<file path="src/verilog/irq_tail_pkg.sv">
package irq_tail_pkg;
	// Register byte offsets (word aligned)
	localparam logic [7:0] OFF_NORMAL_VECTOR  = 8'h00;
	localparam logic [7:0] OFF_FAST_VECTOR    = 8'h04;
	localparam logic [7:0] OFF_EOI_CMD        = 8'h08;
	localparam logic [7:0] OFF_SPURIOUS       = 8'h0c;
	localparam logic [7:0] OFF_DEBUG          = 8'h10;
	localparam logic [7:0] OFF_FF_ENABLE      = 8'h14;
	localparam logic [7:0] OFF_FF_DISABLE     = 8'h18;
	localparam logic [7:0] OFF_FF_STATE       = 8'h1c;
	localparam logic [7:0] OFF_CORE_STATUS    = 8'h20;
	// Field positions
	localparam int         BIT_PROTECT        = 0;
	localparam int         BIT_GLOBAL_MASK    = 1;
	// Reset values
	localparam logic [31:0] RST_SPURIOUS      = 32'h00000000;
	localparam logic [1:0]  RST_DEBUG         = 2'h0;
	localparam logic [31:0] RST_FF_STATE      = 32'h00000000;
	localparam logic [31:0] FF_IMPL_MASK      = 32'hfffffffe;
	// AXI responses
	localparam logic [1:0]  RESP_OKAY         = 2'h0;
	localparam logic [1:0]  RESP_SLVERR       = 2'h2;
endpackage : irq_tail_pkg

</file>
<file path="src/verilog/fast_force_bits.sv">
`timescale 1ns/1ns
// Per-source fast forcing state with set and clear command words
module fast_force_bits #(
	parameter int WIDTH = 32
) (
	// Clock and reset
	input  wire logic             clock,
	input  wire logic             reset,
	input  wire logic             enable,
	// Command words
	input  wire logic             setStrobe,
	input  wire logic             clearStrobe,
	input  wire logic [WIDTH-1:0] commandData,
	input  wire logic [WIDTH-1:0] implMask,
	// State
	output logic      [WIDTH-1:0] forceState
);
	// Ones set or clear, zeros leave bits alone; unimplemented bits stay zero
	always_ff @(posedge clock) begin
		if (reset) begin
			forceState <= '0;
		end else if (enable) begin
			if (setStrobe) begin
				forceState <= (forceState | commandData) & implMask; // see
			end else if (clearStrobe) begin
				forceState <= forceState & ~commandData & implMask; // see
			end
		end
	end
endmodule : fast_force_bits

</file>
<file path="src/verilog/irq_ctrl_eoi_spurious_fastforce.sv">
// Notes on behaviour
// Any write to the end-of-interrupt location ends the current interrupt.
// Spurious handler address is stored and returned on spurious vector reads.
// Debug bit 0 turns protection mode on or off; register resets to zero.
// Global mask set holds both processor interrupt lines inactive.
// Writing one to a fast-force enable bit turns forcing on; zero ignored. Here only full-word writes (all four strobes) act.
// Writing one to a fast-force disable bit turns forcing off; zero ignored. Here only full-word writes (all four strobes) act.
// Fast-force status reads one where forcing is on, zero where off.
// Only sources 1 to 31 have fast forcing; bit 0 is unimplemented.
// In protection mode a vector read changes nothing; a later write advances.
// Handler writes end-of-interrupt once per serviced interrupt before returning.
//
// The implementer's own choices: the AXI4-Lite slave port and the placing of the registers.
`timescale 1ns/1ns
module irq_ctrl_eoi_spurious_fastforce
	import irq_tail_pkg::*;
#(
	parameter int SOURCES = 32
) (
	// Clock, reset, enable
	input  wire logic               clock,
	input  wire logic               reset,
	input  wire logic               clockEnable,
	// AXI4-Lite write address
	input  wire logic [7:0]         s_axi_awaddr,
	input  wire logic               s_axi_awvalid,
	output logic                    s_axi_awready,
	// AXI4-Lite write data
	input  wire logic [31:0]        s_axi_wdata,
	input  wire logic [3:0]         s_axi_wstrb,
	input  wire logic               s_axi_wvalid,
	output logic                    s_axi_wready,
	// AXI4-Lite write response
	output logic [1:0]              s_axi_bresp,
	output logic                    s_axi_bvalid,
	input  wire logic               s_axi_bready,
	// AXI4-Lite read address
	input  wire logic [7:0]         s_axi_araddr,
	input  wire logic               s_axi_arvalid,
	output logic                    s_axi_arready,
	// AXI4-Lite read data
	output logic [31:0]             s_axi_rdata,
	output logic [1:0]              s_axi_rresp,
	output logic                    s_axi_rvalid,
	input  wire logic               s_axi_rready,
	// From the priority logic (same clock)
	input  wire logic               normalRequest,
	input  wire logic               fastRequest,
	input  wire logic               normalSpurious,
	input  wire logic               fastSpurious,
	input  wire logic [31:0]        normalVectorIn,
	input  wire logic [31:0]        fastVectorIn,
	// To the priority logic
	output logic                    vectorAdvance,
	output logic                    endOfInterrupt,
	output logic [SOURCES-1:0]      fastForceState,
	// Processor interrupt lines, active low
	output logic                    normal_int_line_n,
	output logic                    fast_int_line_n
);
	import irq_tail_pkg::*;

	// Write channel capture; address and data may arrive in either order
	logic [7:0]         writeAddr;
	logic [31:0]        writeData;
	logic [3:0]         writeStrb;
	logic               haveAddr;
	logic               haveData;
	logic               writeFire;
	logic [31:0]        spurious_handler_address;
	logic               protect_mode_bit;
	logic               global_line_mask;
	logic [SOURCES-1:0] ffState;
	logic               writeKnown;
	logic               writeFull;

	assign writeFire  = haveAddr && haveData && !s_axi_bvalid;
	assign writeFull  = (writeStrb == 4'hf);
	assign writeKnown = (writeAddr == OFF_EOI_CMD) || (writeAddr == OFF_SPURIOUS) ||
	                    (writeAddr == OFF_DEBUG) || (writeAddr == OFF_FF_ENABLE) ||
	                    (writeAddr == OFF_FF_DISABLE) || (writeAddr == OFF_NORMAL_VECTOR);

	// Address channel: ready while no address is held and no write response is pending
	always_ff @(posedge clock) begin
		if (reset) begin
			haveAddr      <= 1'b0;
			writeAddr     <= 8'h00;
			s_axi_awready <= 1'b0;
		end else if (clockEnable) begin
			if (s_axi_awvalid && s_axi_awready) begin
				haveAddr      <= 1'b1;
				writeAddr     <= s_axi_awaddr;
				s_axi_awready <= 1'b0;
			end else if (writeFire) begin
				haveAddr      <= 1'b0;
			end else begin
				s_axi_awready <= !haveAddr && !s_axi_bvalid;
			end
		end
	end

	// Data channel: mirrors the address channel
	always_ff @(posedge clock) begin
		if (reset) begin
			haveData     <= 1'b0;
			writeData    <= 32'h00000000;
			writeStrb    <= 4'h0;
			s_axi_wready <= 1'b0;
		end else if (clockEnable) begin
			if (s_axi_wvalid && s_axi_wready) begin
				haveData     <= 1'b1;
				writeData    <= s_axi_wdata;
				writeStrb    <= s_axi_wstrb;
				s_axi_wready <= 1'b0;
			end else if (writeFire) begin
				haveData     <= 1'b0;
			end else begin
				s_axi_wready <= !haveData && !s_axi_bvalid;
			end
		end
	end

	// Response after both halves; unmapped or read-only targets get SLVERR
	always_ff @(posedge clock) begin
		if (reset) begin
			s_axi_bvalid <= 1'b0;
			s_axi_bresp  <= RESP_OKAY;
		end else if (clockEnable) begin
			if (writeFire) begin
				s_axi_bvalid <= 1'b1;
				s_axi_bresp  <= writeKnown ? RESP_OKAY : RESP_SLVERR;
			end else if (s_axi_bready) begin
				s_axi_bvalid <= 1'b0;
			end
		end
	end

	// End of interrupt: data value and strobes do not matter
	always_ff @(posedge clock) begin
		if (reset) begin
			endOfInterrupt <= 1'b0;
		end else if (clockEnable) begin
			endOfInterrupt <= writeFire && (writeAddr == OFF_EOI_CMD); // see
		end
	end

	// Spurious handler address, byte lanes honoured
	always_ff @(posedge clock) begin
		if (reset) begin
			spurious_handler_address <= RST_SPURIOUS;
		end else if (clockEnable && writeFire && writeAddr == OFF_SPURIOUS) begin
			for (int i = 0; i < 4; i++) begin
				if (writeStrb[i]) begin
					spurious_handler_address[8*i +: 8] <= writeData[8*i +: 8];
				end
			end
		end
	end

	// Debug control; only the low byte holds live bits
	always_ff @(posedge clock) begin
		if (reset) begin
			protect_mode_bit <= RST_DEBUG[BIT_PROTECT];
			global_line_mask <= RST_DEBUG[BIT_GLOBAL_MASK];
		end else if (clockEnable && writeFire && writeAddr == OFF_DEBUG && writeStrb[0]) begin
			protect_mode_bit <= writeData[BIT_PROTECT];
			global_line_mask <= writeData[BIT_GLOBAL_MASK];
		end
	end

	// Fast forcing needs the full word so that no source is half-written
	fast_force_bits #(
		.WIDTH(SOURCES)
	) u_fast_force (
		.clock      (clock),
		.reset      (reset),
		.enable     (clockEnable),
		.setStrobe  (writeFire && writeAddr == OFF_FF_ENABLE && writeFull),
		.clearStrobe(writeFire && writeAddr == OFF_FF_DISABLE && writeFull),
		.commandData(writeData[SOURCES-1:0]),
		.implMask   (FF_IMPL_MASK[SOURCES-1:0]),
		.forceState (ffState)
	);

	always_ff @(posedge clock) begin
		if (reset) begin
			fastForceState <= '0;
		end else if (clockEnable) begin
			fastForceState <= ffState;
		end
	end

	// Read channel
	logic [31:0] readValue;
	logic        readKnown;
	logic        readAdvance;

	// Read decode
	always_comb begin
		readValue = 32'h00000000;
		readKnown = 1'b1;
		unique case (s_axi_araddr)
			OFF_NORMAL_VECTOR: readValue = normalSpurious ? spurious_handler_address : normalVectorIn;
			OFF_FAST_VECTOR:   readValue = fastSpurious ? spurious_handler_address : fastVectorIn;
			OFF_SPURIOUS:      readValue = spurious_handler_address;
			OFF_DEBUG:         readValue = {30'h00000000, global_line_mask, protect_mode_bit};
			OFF_FF_STATE:      readValue = 32'(ffState) & FF_IMPL_MASK; // see
			OFF_CORE_STATUS:   readValue = {30'h00000000, !normal_int_line_n, !fast_int_line_n};
			default: begin
				readKnown = 1'b0;
			end
		endcase
	end

	// Reading the normal vector advances state unless protection is on
	assign readAdvance = s_axi_arvalid && s_axi_arready &&
	                     (s_axi_araddr == OFF_NORMAL_VECTOR) && !protect_mode_bit;

	always_ff @(posedge clock) begin
		if (reset) begin
			s_axi_arready <= 1'b0;
			s_axi_rvalid  <= 1'b0;
			s_axi_rdata   <= 32'h00000000;
			s_axi_rresp   <= RESP_OKAY;
		end else if (clockEnable) begin
			if (s_axi_arvalid && s_axi_arready) begin
				s_axi_arready <= 1'b0;
				s_axi_rvalid  <= 1'b1;
				s_axi_rdata   <= readValue;
				s_axi_rresp   <= readKnown ? RESP_OKAY : RESP_SLVERR;
			end else if (s_axi_rvalid) begin
				if (s_axi_rready) begin
					s_axi_rvalid <= 1'b0;
				end
			end else begin
				s_axi_arready <= 1'b1;
			end
		end
	end

	// Advance pulse: from a read normally, from a write in protection mode
	always_ff @(posedge clock) begin
		if (reset) begin
			vectorAdvance <= 1'b0;
		end else if (clockEnable) begin
			vectorAdvance <= readAdvance ||
			                 (writeFire && writeAddr == OFF_NORMAL_VECTOR && protect_mode_bit);
		end
	end

	// Lines are registered so the core never sees a glitch from the mask
	always_ff @(posedge clock) begin
		if (reset) begin
			normal_int_line_n <= 1'b1;
			fast_int_line_n   <= 1'b1;
		end else if (clockEnable) begin
			normal_int_line_n <= !(normalRequest && !global_line_mask);
			fast_int_line_n   <= !(fastRequest && !global_line_mask);
		end
	end
endmodule : irq_ctrl_eoi_spurious_fastforce

</file>
<file path="config.mk">
export PLATFORM = sky130hd
export DESIGN_NAME = irq_ctrl_eoi_spurious_fastforce
export DESIGN_NICKNAME = d
export VERILOG_FILES = /design/src/verilog/irq_tail_pkg.sv /design/src/verilog/fast_force_bits.sv /design/src/verilog/irq_ctrl_eoi_spurious_fastforce.sv
export SDC_FILE = /design/constraint.sdc
export NUM_CORES = 1
export LEC_CHECK = 0
export ABC_CLOCK_PERIOD_IN_PS = 2700
export BUFFER_PORTS_ARGS = -buffer_cell sky130_fd_sc_hd__buf_2
export CORE_ASPECT_RATIO = 1.4
export CORE_MARGIN = 1.5
export CORE_UTILIZATION = 55
export CTS_BUF_LIST = sky130_fd_sc_hd__clkbuf_8
export DETAILED_ROUTE_END_ITERATION = 10
export PLACE_DENSITY = 0.81
export SETUP_SLACK_MARGIN = 0.15
export SYNTH_ARGS = -nofsm -noshare
export SYNTH_HDL_FRONTEND = slang
export SYNTH_SLANG_ARGS = --single-unit
export TNS_END_PERCENT = 5
</file>
<file path="constraint.sdc">
create_clock -name clock -period 2.7 [get_ports clock]
set_clock_uncertainty 0.1 [all_clocks]
set_input_delay 0.675 -clock clock [delete_from_list [all_inputs] [get_ports clock]]
set_output_delay 0.675 -clock clock [all_outputs]
set_load 0.05 [all_outputs]
</file>
Word level (Yosys, flattened, before mapping)
Cells that the tools add are included.
Cells by class
  reduce and logical (&&, ||, !) cells: 59
  eq/ne operators: 14
  mux-type cells: 22
  bitwise operators: 3
Operators by type and width (number)
  $pmux 32 s6: 1
  $mux 32: 4
  $eq 8x5->1 const B: 5
  $and 32x32->32: 1
  $not 32->32: 1
  $or 32x32->32: 1
  $reduce_and 2->1: 15
  $eq 8x4->1 const B: 3
  $logic_and 1x1->1: 22
  $logic_not 8->1: 2
  $mux 1: 15
  $logic_not 1->1: 9
  $eq 8x3->1 const B: 1
  $eq 8x6->1 const B: 1
  $reduce_bool 2->1: 4
  $logic_or 1x1->1: 6
  $ne 2x1->1 const B: 3
  $reduce_or 6->1: 1
  $eq 4x4->1 const B: 1
  $mux 2: 2
Storage, ports and cells
  output and inout port bits: 77
  input port bits: 128
  logic and storage cells: 123
  register bits: 189

Logic depth before layout (Yosys ltp)
Gate-level depths: netlist (run 1).
  word-level depth: 7
  mapped depth: 7
  depth with buffers taken out: 4

Hierarchy
Synthesis (run 1) repeated with hierarchy kept, for this count alone.
Second synthesis, totals
  cell total of the unflattened synthesis: 987
  area, all modules: 8687.1 µm²
Modules (own cells, without submodules)
  irq_ctrl_eoi_spurious_fastforce: instances 1, cells each 815, area an instance 7224.4 µm², seq. area each 3103.0 µm²
  fast_force_bits: instances 1, cells each 172, area an instance 1462.7 µm², seq. area each 640.6 µm²

Least setup slack after synthesis (run 1)
OpenSTA, ideal clock, no wires.
  path type: input-to-reg
  start point: input clockEnable
  end point: register spurious_handler_address[3]
  data required time: 2.468 ns
  stages: 7
  path slack: 0.293 ns
  buffers on the path: 3
  arrival time: 2.175 ns
  library setup time: 0.132 ns
  cell sequence: clkbuf_1 > nand4b_1 > or4_4 > buf_6 > buf_6 > o31ai_1 > a21oi_1
Between the ends
  longest elaborated chain between the ends: 3
Ends and longest elaborated chain
  from (decl): line irq_ctrl_eoi_spurious_fastforce.sv:23  | input wire logic clockEnable,
  $logic_and 1x1->1 (2 in series): line irq_ctrl_eoi_spurious_fastforce.sv:151  | end else if (clockEnable && writeFire && writeAddr == OFF_SPURIOUS) begin
  $reduce_and 2->1 (no line)
  to (signal, indexed assignment): line irq_ctrl_eoi_spurious_fastforce.sv:154  | spurious_handler_address[8*i +: 8] <= writeData[8*i +: 8];
  to (decl): line irq_ctrl_eoi_spurious_fastforce.sv:70  | logic [31:0] spurious_handler_address;
No other way between the ends.
A chain may end at the register's enable or synchronous reset.

Final worst setup path (run 1)
  start point: register writeAddr[5]
  end point: register spurious_handler_address[17]
Between the ends
  longest elaborated chain between the ends: 3
Ends and longest elaborated chain
  from (decl): line irq_ctrl_eoi_spurious_fastforce.sv:64  | logic [7:0] writeAddr;
  from (signal assigned): line irq_ctrl_eoi_spurious_fastforce.sv:92  | writeAddr <= s_axi_awaddr;
  $eq 8x4->1: line irq_ctrl_eoi_spurious_fastforce.sv:151
  $logic_and 1x1->1: line irq_ctrl_eoi_spurious_fastforce.sv:151
  $reduce_and 2->1 (no line)
No other way between the ends.

==> results of run 1 <==
cells in the mapped netlist (12+ instances only):
cell      instances  area [um^2]
a211oi_1         41          308
a21oi_1         156          781
a221oi_1         12          105
clkbuf_1         92          345
dfxtp_1         185         3700
inv_1            15         56.3
mux2_2           12          135
mux2i_1          52          521
nand2_1         100          375
nand3_1          44          220
nand4_1          55          344
nor2_1           92          345
nor3b_1          15          113
o21ai_0          63          315
o21ai_1          30          150
o31ai_1          26          195
or3b_2           21          184
layout make-up:
type	instances	area [um^2]
Tap cell	196	245
Clock buffer	18	248
Multi-Input combinational cell	776	4540
Sequential cell	185	3700
Fill cell	1378	5330
Clock inverter	14	124
Timing Repair Buffer	239	1360
Inverter	15	56.3
logic make-up (layout without fill, tap and decap cells):
kind of cell	after synthesis	after routing	share of synthesized area, %
XOR/XNOR	3	3	0.299
AND/OR/NAND/NOR	366	366	21.2
other	1	3	0.0427
multiplexers	64	64	7.46
AO/OA/AOI/OAI	340	340	22.2
buffers and inverters	132	286	6.59
flip-flops	185	185	42.1
report_power, final:
group | switching, mW | internal [mW] | total [mW]
clock network | 1.01 | 0.759 | 1.77
registers | 0.0395 | 2.77 | 2.81
logic | 0.375 | 0.207 | 0.582
total | 1.42 | 3.73 | 5.16
metrics by stage:
step / cells / setup WS, ns / power (mW) / util, % / hold slack (ns)
after floorplan: 1093 / 0.293 / 3.23 / - / 0.336
after global placement: 1411 / 0.200 / 3.44 / 63.4 / 0.344
after detailed placement: 1411 / 0.140 / 3.44 / 63.4 / 0.349
after CTS: 1443 / 0.426 / 5.17 / 65.8 / 0.334
after global routing: 1443 / 0.323 / 5.33 / 65.8 / 0.321
final: 1443 / 0.422 / 5.16 / 65.8 / 0.353
routing by layer:
layer  up-vias  routed length (um)  GRT usage (%)
li1       4226                   -              -
met1      4189               11100           42.9
met2       516               12400           47.7
met3        49                2630           6.33
met4         0                 658           12.6
met5         -                   0              0
worst register-to-register path, cell delays in order (launching register included):
cell and delay, ns:
dfxtp_1 0.32, or4_4 0.60, or4_4 0.70, o31ai_1 0.34, a21oi_1 0.10
worst min-delay path by stage:
stage	slack [ns]	to
CTS	0.33	writeData[29]
global route	0.32	writeData[29]
floorplan	0.34	writeAddr[1]
finish	0.35	writeData[23]
detailed placement	0.35	writeAddr[6]
global placement	0.34	writeAddr[0]
==> results.py, run 1 <==
metrics = {
    "worst_setup_path": {
        "path_max_fanout": 32,
        "critPathLaunch": "writeAddr[5]",
        "regToRegEndpoint": "spurious_handler_address[17]",
        "path_depth": 4,
        "rrSetupSlack_ns": 0.42,
        "endpoint": "spurious_handler_address[17]",
        "worstPathCellList": "or4_4 -> or4_4 -> o31ai_1 -> a21oi_1",
        "critPathArrivalTime_ns": 2.50,
        "crit_family": "simple AND/OR/NAND/NOR gates",
        "reg2reg_from": "writeAddr[5]",
        "crit_type": "reg2reg",
        "cp.required_ns": 2.92,
        "path_common_cell": "or4_4",
        "reg2reg_depth": 4,
        "cpMaxStageDelayCell": "or4_4",
        "crit_path_end_kind": "flip-flop",
        "worst_path_largest_cell_delay_ns": 0.70,
        "cp-start-kind": "flip-flop",
        "critPathBufInv": 0,
    },
    "global_routing": {
        "overflow": 0,
        "grt_pass1_vias": 8066,
        "track_usage_pct": 31.3,
        "antenna_found_initial": 0,
        "grt_pass1_wl_mm": 41.6,
        "grt_max_degree": 42,
    },
    "clock_tree": {
        "cts_setup_buffers": 0,
        "cts_buffer_depth": 2,
        "postCtsHoldBufs": 0,
        "insertion_delay_ns": 0.45,
        "cts_resized": 0,
        "clkSlewWorstSetupHoldPaths_ns": 0.09,
        "cts_root_buffer": "clkbuf_8",
        "tritoncts": "built",
        "cts_buffers": 17,
        "cts.sinks": 185,
        "cts-htree-levels": 4,
    },
    "detailed_routing": {
        "wl_per_cell_um": 18.5,
        "dr.pass1.iters": 9,
        "vias": 8980,
        "drc": 0,
        "drt_iter0_markers": 1016,
        "viasPerCell": 6.22,
        "ant_nets": 0,
        "drt_wl_total_mm": 26.8,
    },
    "floorplan": {
        "coreArea_um2": 15600,
        "die_h_um": 153,
        "io_pins": 205,
        "core.rowCount": 54,
        "start_util_pct": 56.3,
        "die-area_um2": 16800,
        "die_w_um": 110,
    },
    "job": {
        "drv_cap": 0,
    },
    "final_layout": {
        "final_cell_mix": "buf_2, dfxtp_1, a21oi_1",
        "nNetsFinal": 1362,
        "drive_gt1_share_pct": 25.1,
        "finalInstanceArea_um2": 10300,
        "final_common_cell": "buf_2",
        "antenna_cells": 0,
        "area_growth_pct": 16.9,
    },
    "hold_path": {
        "hold_depth": 3,
        "hold_class": "in2reg",
        "worstHoldStart": "s_axi_wdata[23]",
    },
    "sta": {
        "finalCriticalPeriod_ns": 2.28,
        "tightest_slew_ns": 0.774,
        "fmax_mhz": 439,
        "setup_violations": 0,
        "fin_tns_setup_ns": 0,
        "rsz0062_at_grt": "no",
        "finalHoldViolations": 0,
        "fin_crit_sh_pct": 84.4,
        "drv_slew": 0,
        "slew-limit-headroom_pct": 48.4,
    },
    "placement": {
        "port_buffers": 201,
        "gp_congestion": 0.947,
        "dp_hpwl_mm": 18.9,
        "dpl_cell_area_um2": 9900,
    },
    "logic_synthesis": {
        "ys.warnings.count": 0,
        "synth.avg_cell_area_um2": 8.06,
        "yosysSeqAreaShare_pct": 42.1,
        "synth_seq_cells": 185,
        "synth_top_flop_cell": "dfxtp_1",
        "synth_cell_types": 51,
        "synth-edff-count": 0,
        "syn-cell-area_um2": 8790,
        "synthArstFlopShare_pct": 0,
        "syn-instance-count": 1091,
    },
    "status": {
        "status": "finished, final reports clean",
    },
    "pwr": {
        "powerDensity_nw_per_um2": 502,
        "leakage_nw": 3.84,
        "peakVddDrop_mv": 0.302,
    },
}
No activity file was read; power rests on OpenSTA's default activity.
==> run 2, diff against run 1 <==
--- a/config.mk
+++ b/config.mk
@@ -5,7 +5,8 @@
 export SDC_FILE = /design/constraint.sdc
 export NUM_CORES = 1
 export LEC_CHECK = 0
-export ABC_CLOCK_PERIOD_IN_PS = 2700
+export ABC_AREA = 1
+export ABC_CLOCK_PERIOD_IN_PS = 2200
 export BUFFER_PORTS_ARGS = -buffer_cell sky130_fd_sc_hd__buf_2
 export CORE_ASPECT_RATIO = 1.4
 export CORE_MARGIN = 1.5
==> constraint.sdc (replaced) <==
create_clock -name clock -period 2.2 [get_ports clock]
set_clock_uncertainty 0.1 [all_clocks]
set_input_delay 0.55 -clock clock [delete_from_list [all_inputs] [get_ports clock]]
set_output_delay 0.55 -clock clock [all_outputs]
set_load 0.05 [all_outputs]
==> results.py, run 2 <==
metrics = {
    "clock_tree": {
        "cts_buffers": 17,
        "cts.sinks": 185,
        "postCtsHoldBufs": 0,
        "cts_root_buffer": "clkbuf_8",
        "cts_buffer_depth": 2,
        "clkSlewWorstSetupHoldPaths_ns": 0.09,
        "insertion_delay_ns": 0.48,
        "cts_resized": 0,
        "cts_setup_buffers": 0,
        "cts-htree-levels": 4,
        "tritoncts": "built",
    },
    "logic_synthesis": {
        "synth_seq_cells": 185,
        "syn-instance-count": 1337,
        "synth_largest_area_cell": "dfxtp_1",
        "synthArstFlopShare_pct": 0,
        "synth-edff-count": 0,
        "synth.most_common_cell": "nand2_1",
        "yosysSeqAreaShare_pct": 42.1,
        "ys_top_cells_by_count": "nand2_1, nor2_1, dfxtp_1",
        "synth.avg_cell_area_um2": 6.58,
        "yosysTopAreaCellShare_pct": 42.1,
        "synthTopCellsByArea": "dfxtp_1, nand2_1, nor2_1",
        "syn-cell-area_um2": 8790,
        "synth_top_flop_cell": "dfxtp_1",
        "synth_cell_types": 30,
        "ys.warnings.count": 0,
    },
    "global_routing": {
        "grt_pass1_wl_mm": 40.6,
        "overflow": 0,
        "grt_max_degree": 67,
        "antenna_found_initial": 0,
        "grt_pass1_vias": 8539,
        "track_usage_pct": 30.7,
    },
    "job": {
        "drv_cap": 0,
    },
    "detailed_routing": {
        "drc": 0,
        "vias": 9325,
        "viasPerCell": 5.49,
        "dr.pass1.iters": 5,
        "ant_nets": 0,
        "wl_per_cell_um": 14.9,
        "drt_wl_total_mm": 25.3,
        "drt_iter0_markers": 696,
    },
    "hold_path": {
        "min_to": "writeData[28]",
        "worstHoldStart": "s_axi_wdata[28]",
        "hold_depth": 3,
        "hold_class": "in2reg",
    },
    "worst_setup_path": {
        "rrSetupSlack_ns": 0.52,
        "crit_type": "reg2out",
        "critPathArrivalTime_ns": 1.26,
        "worst_path_largest_cell_delay_ns": 0.48,
        "reg2reg_from": "writeAddr[6]",
        "path_depth": 1,
        "cp.required_ns": 1.55,
        "crit_family": "flip-flops",
        "reg2reg_depth": 6,
        "critPathBufInv": 1,
        "cp-start-kind": "flip-flop",
        "worstPathCellList": "buf_2",
        "cpMaxStageDelayCell": "dfxtp_1",
        "critPathLaunch": "s_axi_bvalid",
        "crit_path_end_kind": "output pin",
        "regToRegEndpoint": "spurious_handler_address[6]",
        "path_max_fanout": 6,
    },
    "pwr": {
        "switching_power_mw": 1.93,
        "internal-power_mw": 4.77,
        "switching_share_pct": 28.8,
        "peakVddDrop_mv": 0.541,
        "power_frac_comb_pct": 13.0,
        "powerDensity_nw_per_um2": 648,
        "sequentialPowerShare_pct": 52.2,
        "p_clk_share_pct": 34.8,
        "leakage_nw": 4.83,
    },
    "sta": {
        "setup_violations": 0,
        "finalHoldViolations": 0,
        "fin_ws_ns": 0.286,
        "tightest_slew_ns": 0.538,
        "fmax_mhz": 522,
        "slew-limit-headroom_pct": 64.0,
        "rsz0062_at_grt": "no",
        "drv_slew": 0,
        "fin_tns_setup_ns": 0,
        "fin_crit_sh_pct": 87.0,
        "finalCriticalPeriod_ns": 1.91,
    },
    "final_layout": {
        "nNetsFinal": 1618,
        "final_cells": 1699,
        "final_cell_mix": "nand2_1, nor2_1, buf_2",
        "multi_input_area_um2": 4440,
        "final_common_cell": "nand2_1",
        "area_growth_pct": 17.4,
        "antenna_cells": 0,
        "nFillCells": 1413,
        "drive_gt1_share_pct": 18.9,
        "register_area_um2": 3700,
    },
    "placement": {
        "port_buffers": 201,
        "dp_hpwl_mm": 16.8,
        "gp_congestion": 0.843,
        "post-place-ws_ns": 0.282,
        "place_inst": 1667,
    },
    "status": {
        "status": "finished, final reports clean",
    },
    "floorplan": {
        "io_pins": 205,
        "core.rowCount": 54,
        "die_w_um": 110,
        "coreArea_um2": 15600,
        "die_h_um": 153,
        "start_util_pct": 56.3,
        "die-area_um2": 16800,
    },
}
run 2: area by class of cell:
cell class	instances	area share, %
multi-input combinational	1001	43.0
sequential	185	35.9
inverter	60	2.23
timing repair buffer	225	12.6
clock buffer	19	2.53
clock inverter	13	1.39
tap	196	2.38
run 2: worst max-delay path by stage:
stage	endpoint
floorplan	flip-flop
global placement	s_axi_rdata[11]
detailed placement	s_axi_rdata[17]
CTS	s_axi_bvalid
global route	s_axi_bvalid
finish	s_axi_bvalid
run 2: power groups by stage:
stage,sequential (mW),combinational (mW),clock [mW]
after detailed placement,3.57,0.862,0
after global routing,3.51,0.939,2.47
final,3.50,0.867,2.33
after floorplan,3.77,0.348,0
after CTS,3.49,0.865,2.35
after global placement,3.57,0.852,0
run 2: through the flow:
stage	power [mW]	utilization, %	hold slack [ns]	area, um^2
CTS	6.71	66.1	0.194	10300
global route	6.92	66.1	0.224	10300
floorplan	4.12	-	0.344	8800
global placement	4.42	63.5	0.356	9920
finish	6.69	66.1	0.215	10300
detailed placement	4.43	63.5	0.360	9920
run 2: cells by family (layout without fill, tap and decap cells):
logic type             after synthesis  in the layout  synth area share [%]
DFF                                185            185                  42.1
other                                1              3                0.0427
and+or+nand+nor                    727            727                  34.3
AOI/OAI and AO/OA                  271            271                  15.5
buffers and inverters              153            317                  7.96
run 2: per-layer routing:
metal  vias to the layer above  share of wire, %  GRT usage [%]
met2                       384                50           52.4
met5                         -                 0              0
met1                      4254                40           37.2
met3                        62               7.2           4.79
met4                         0               3.0           14.3
li1                       4625                 -              -
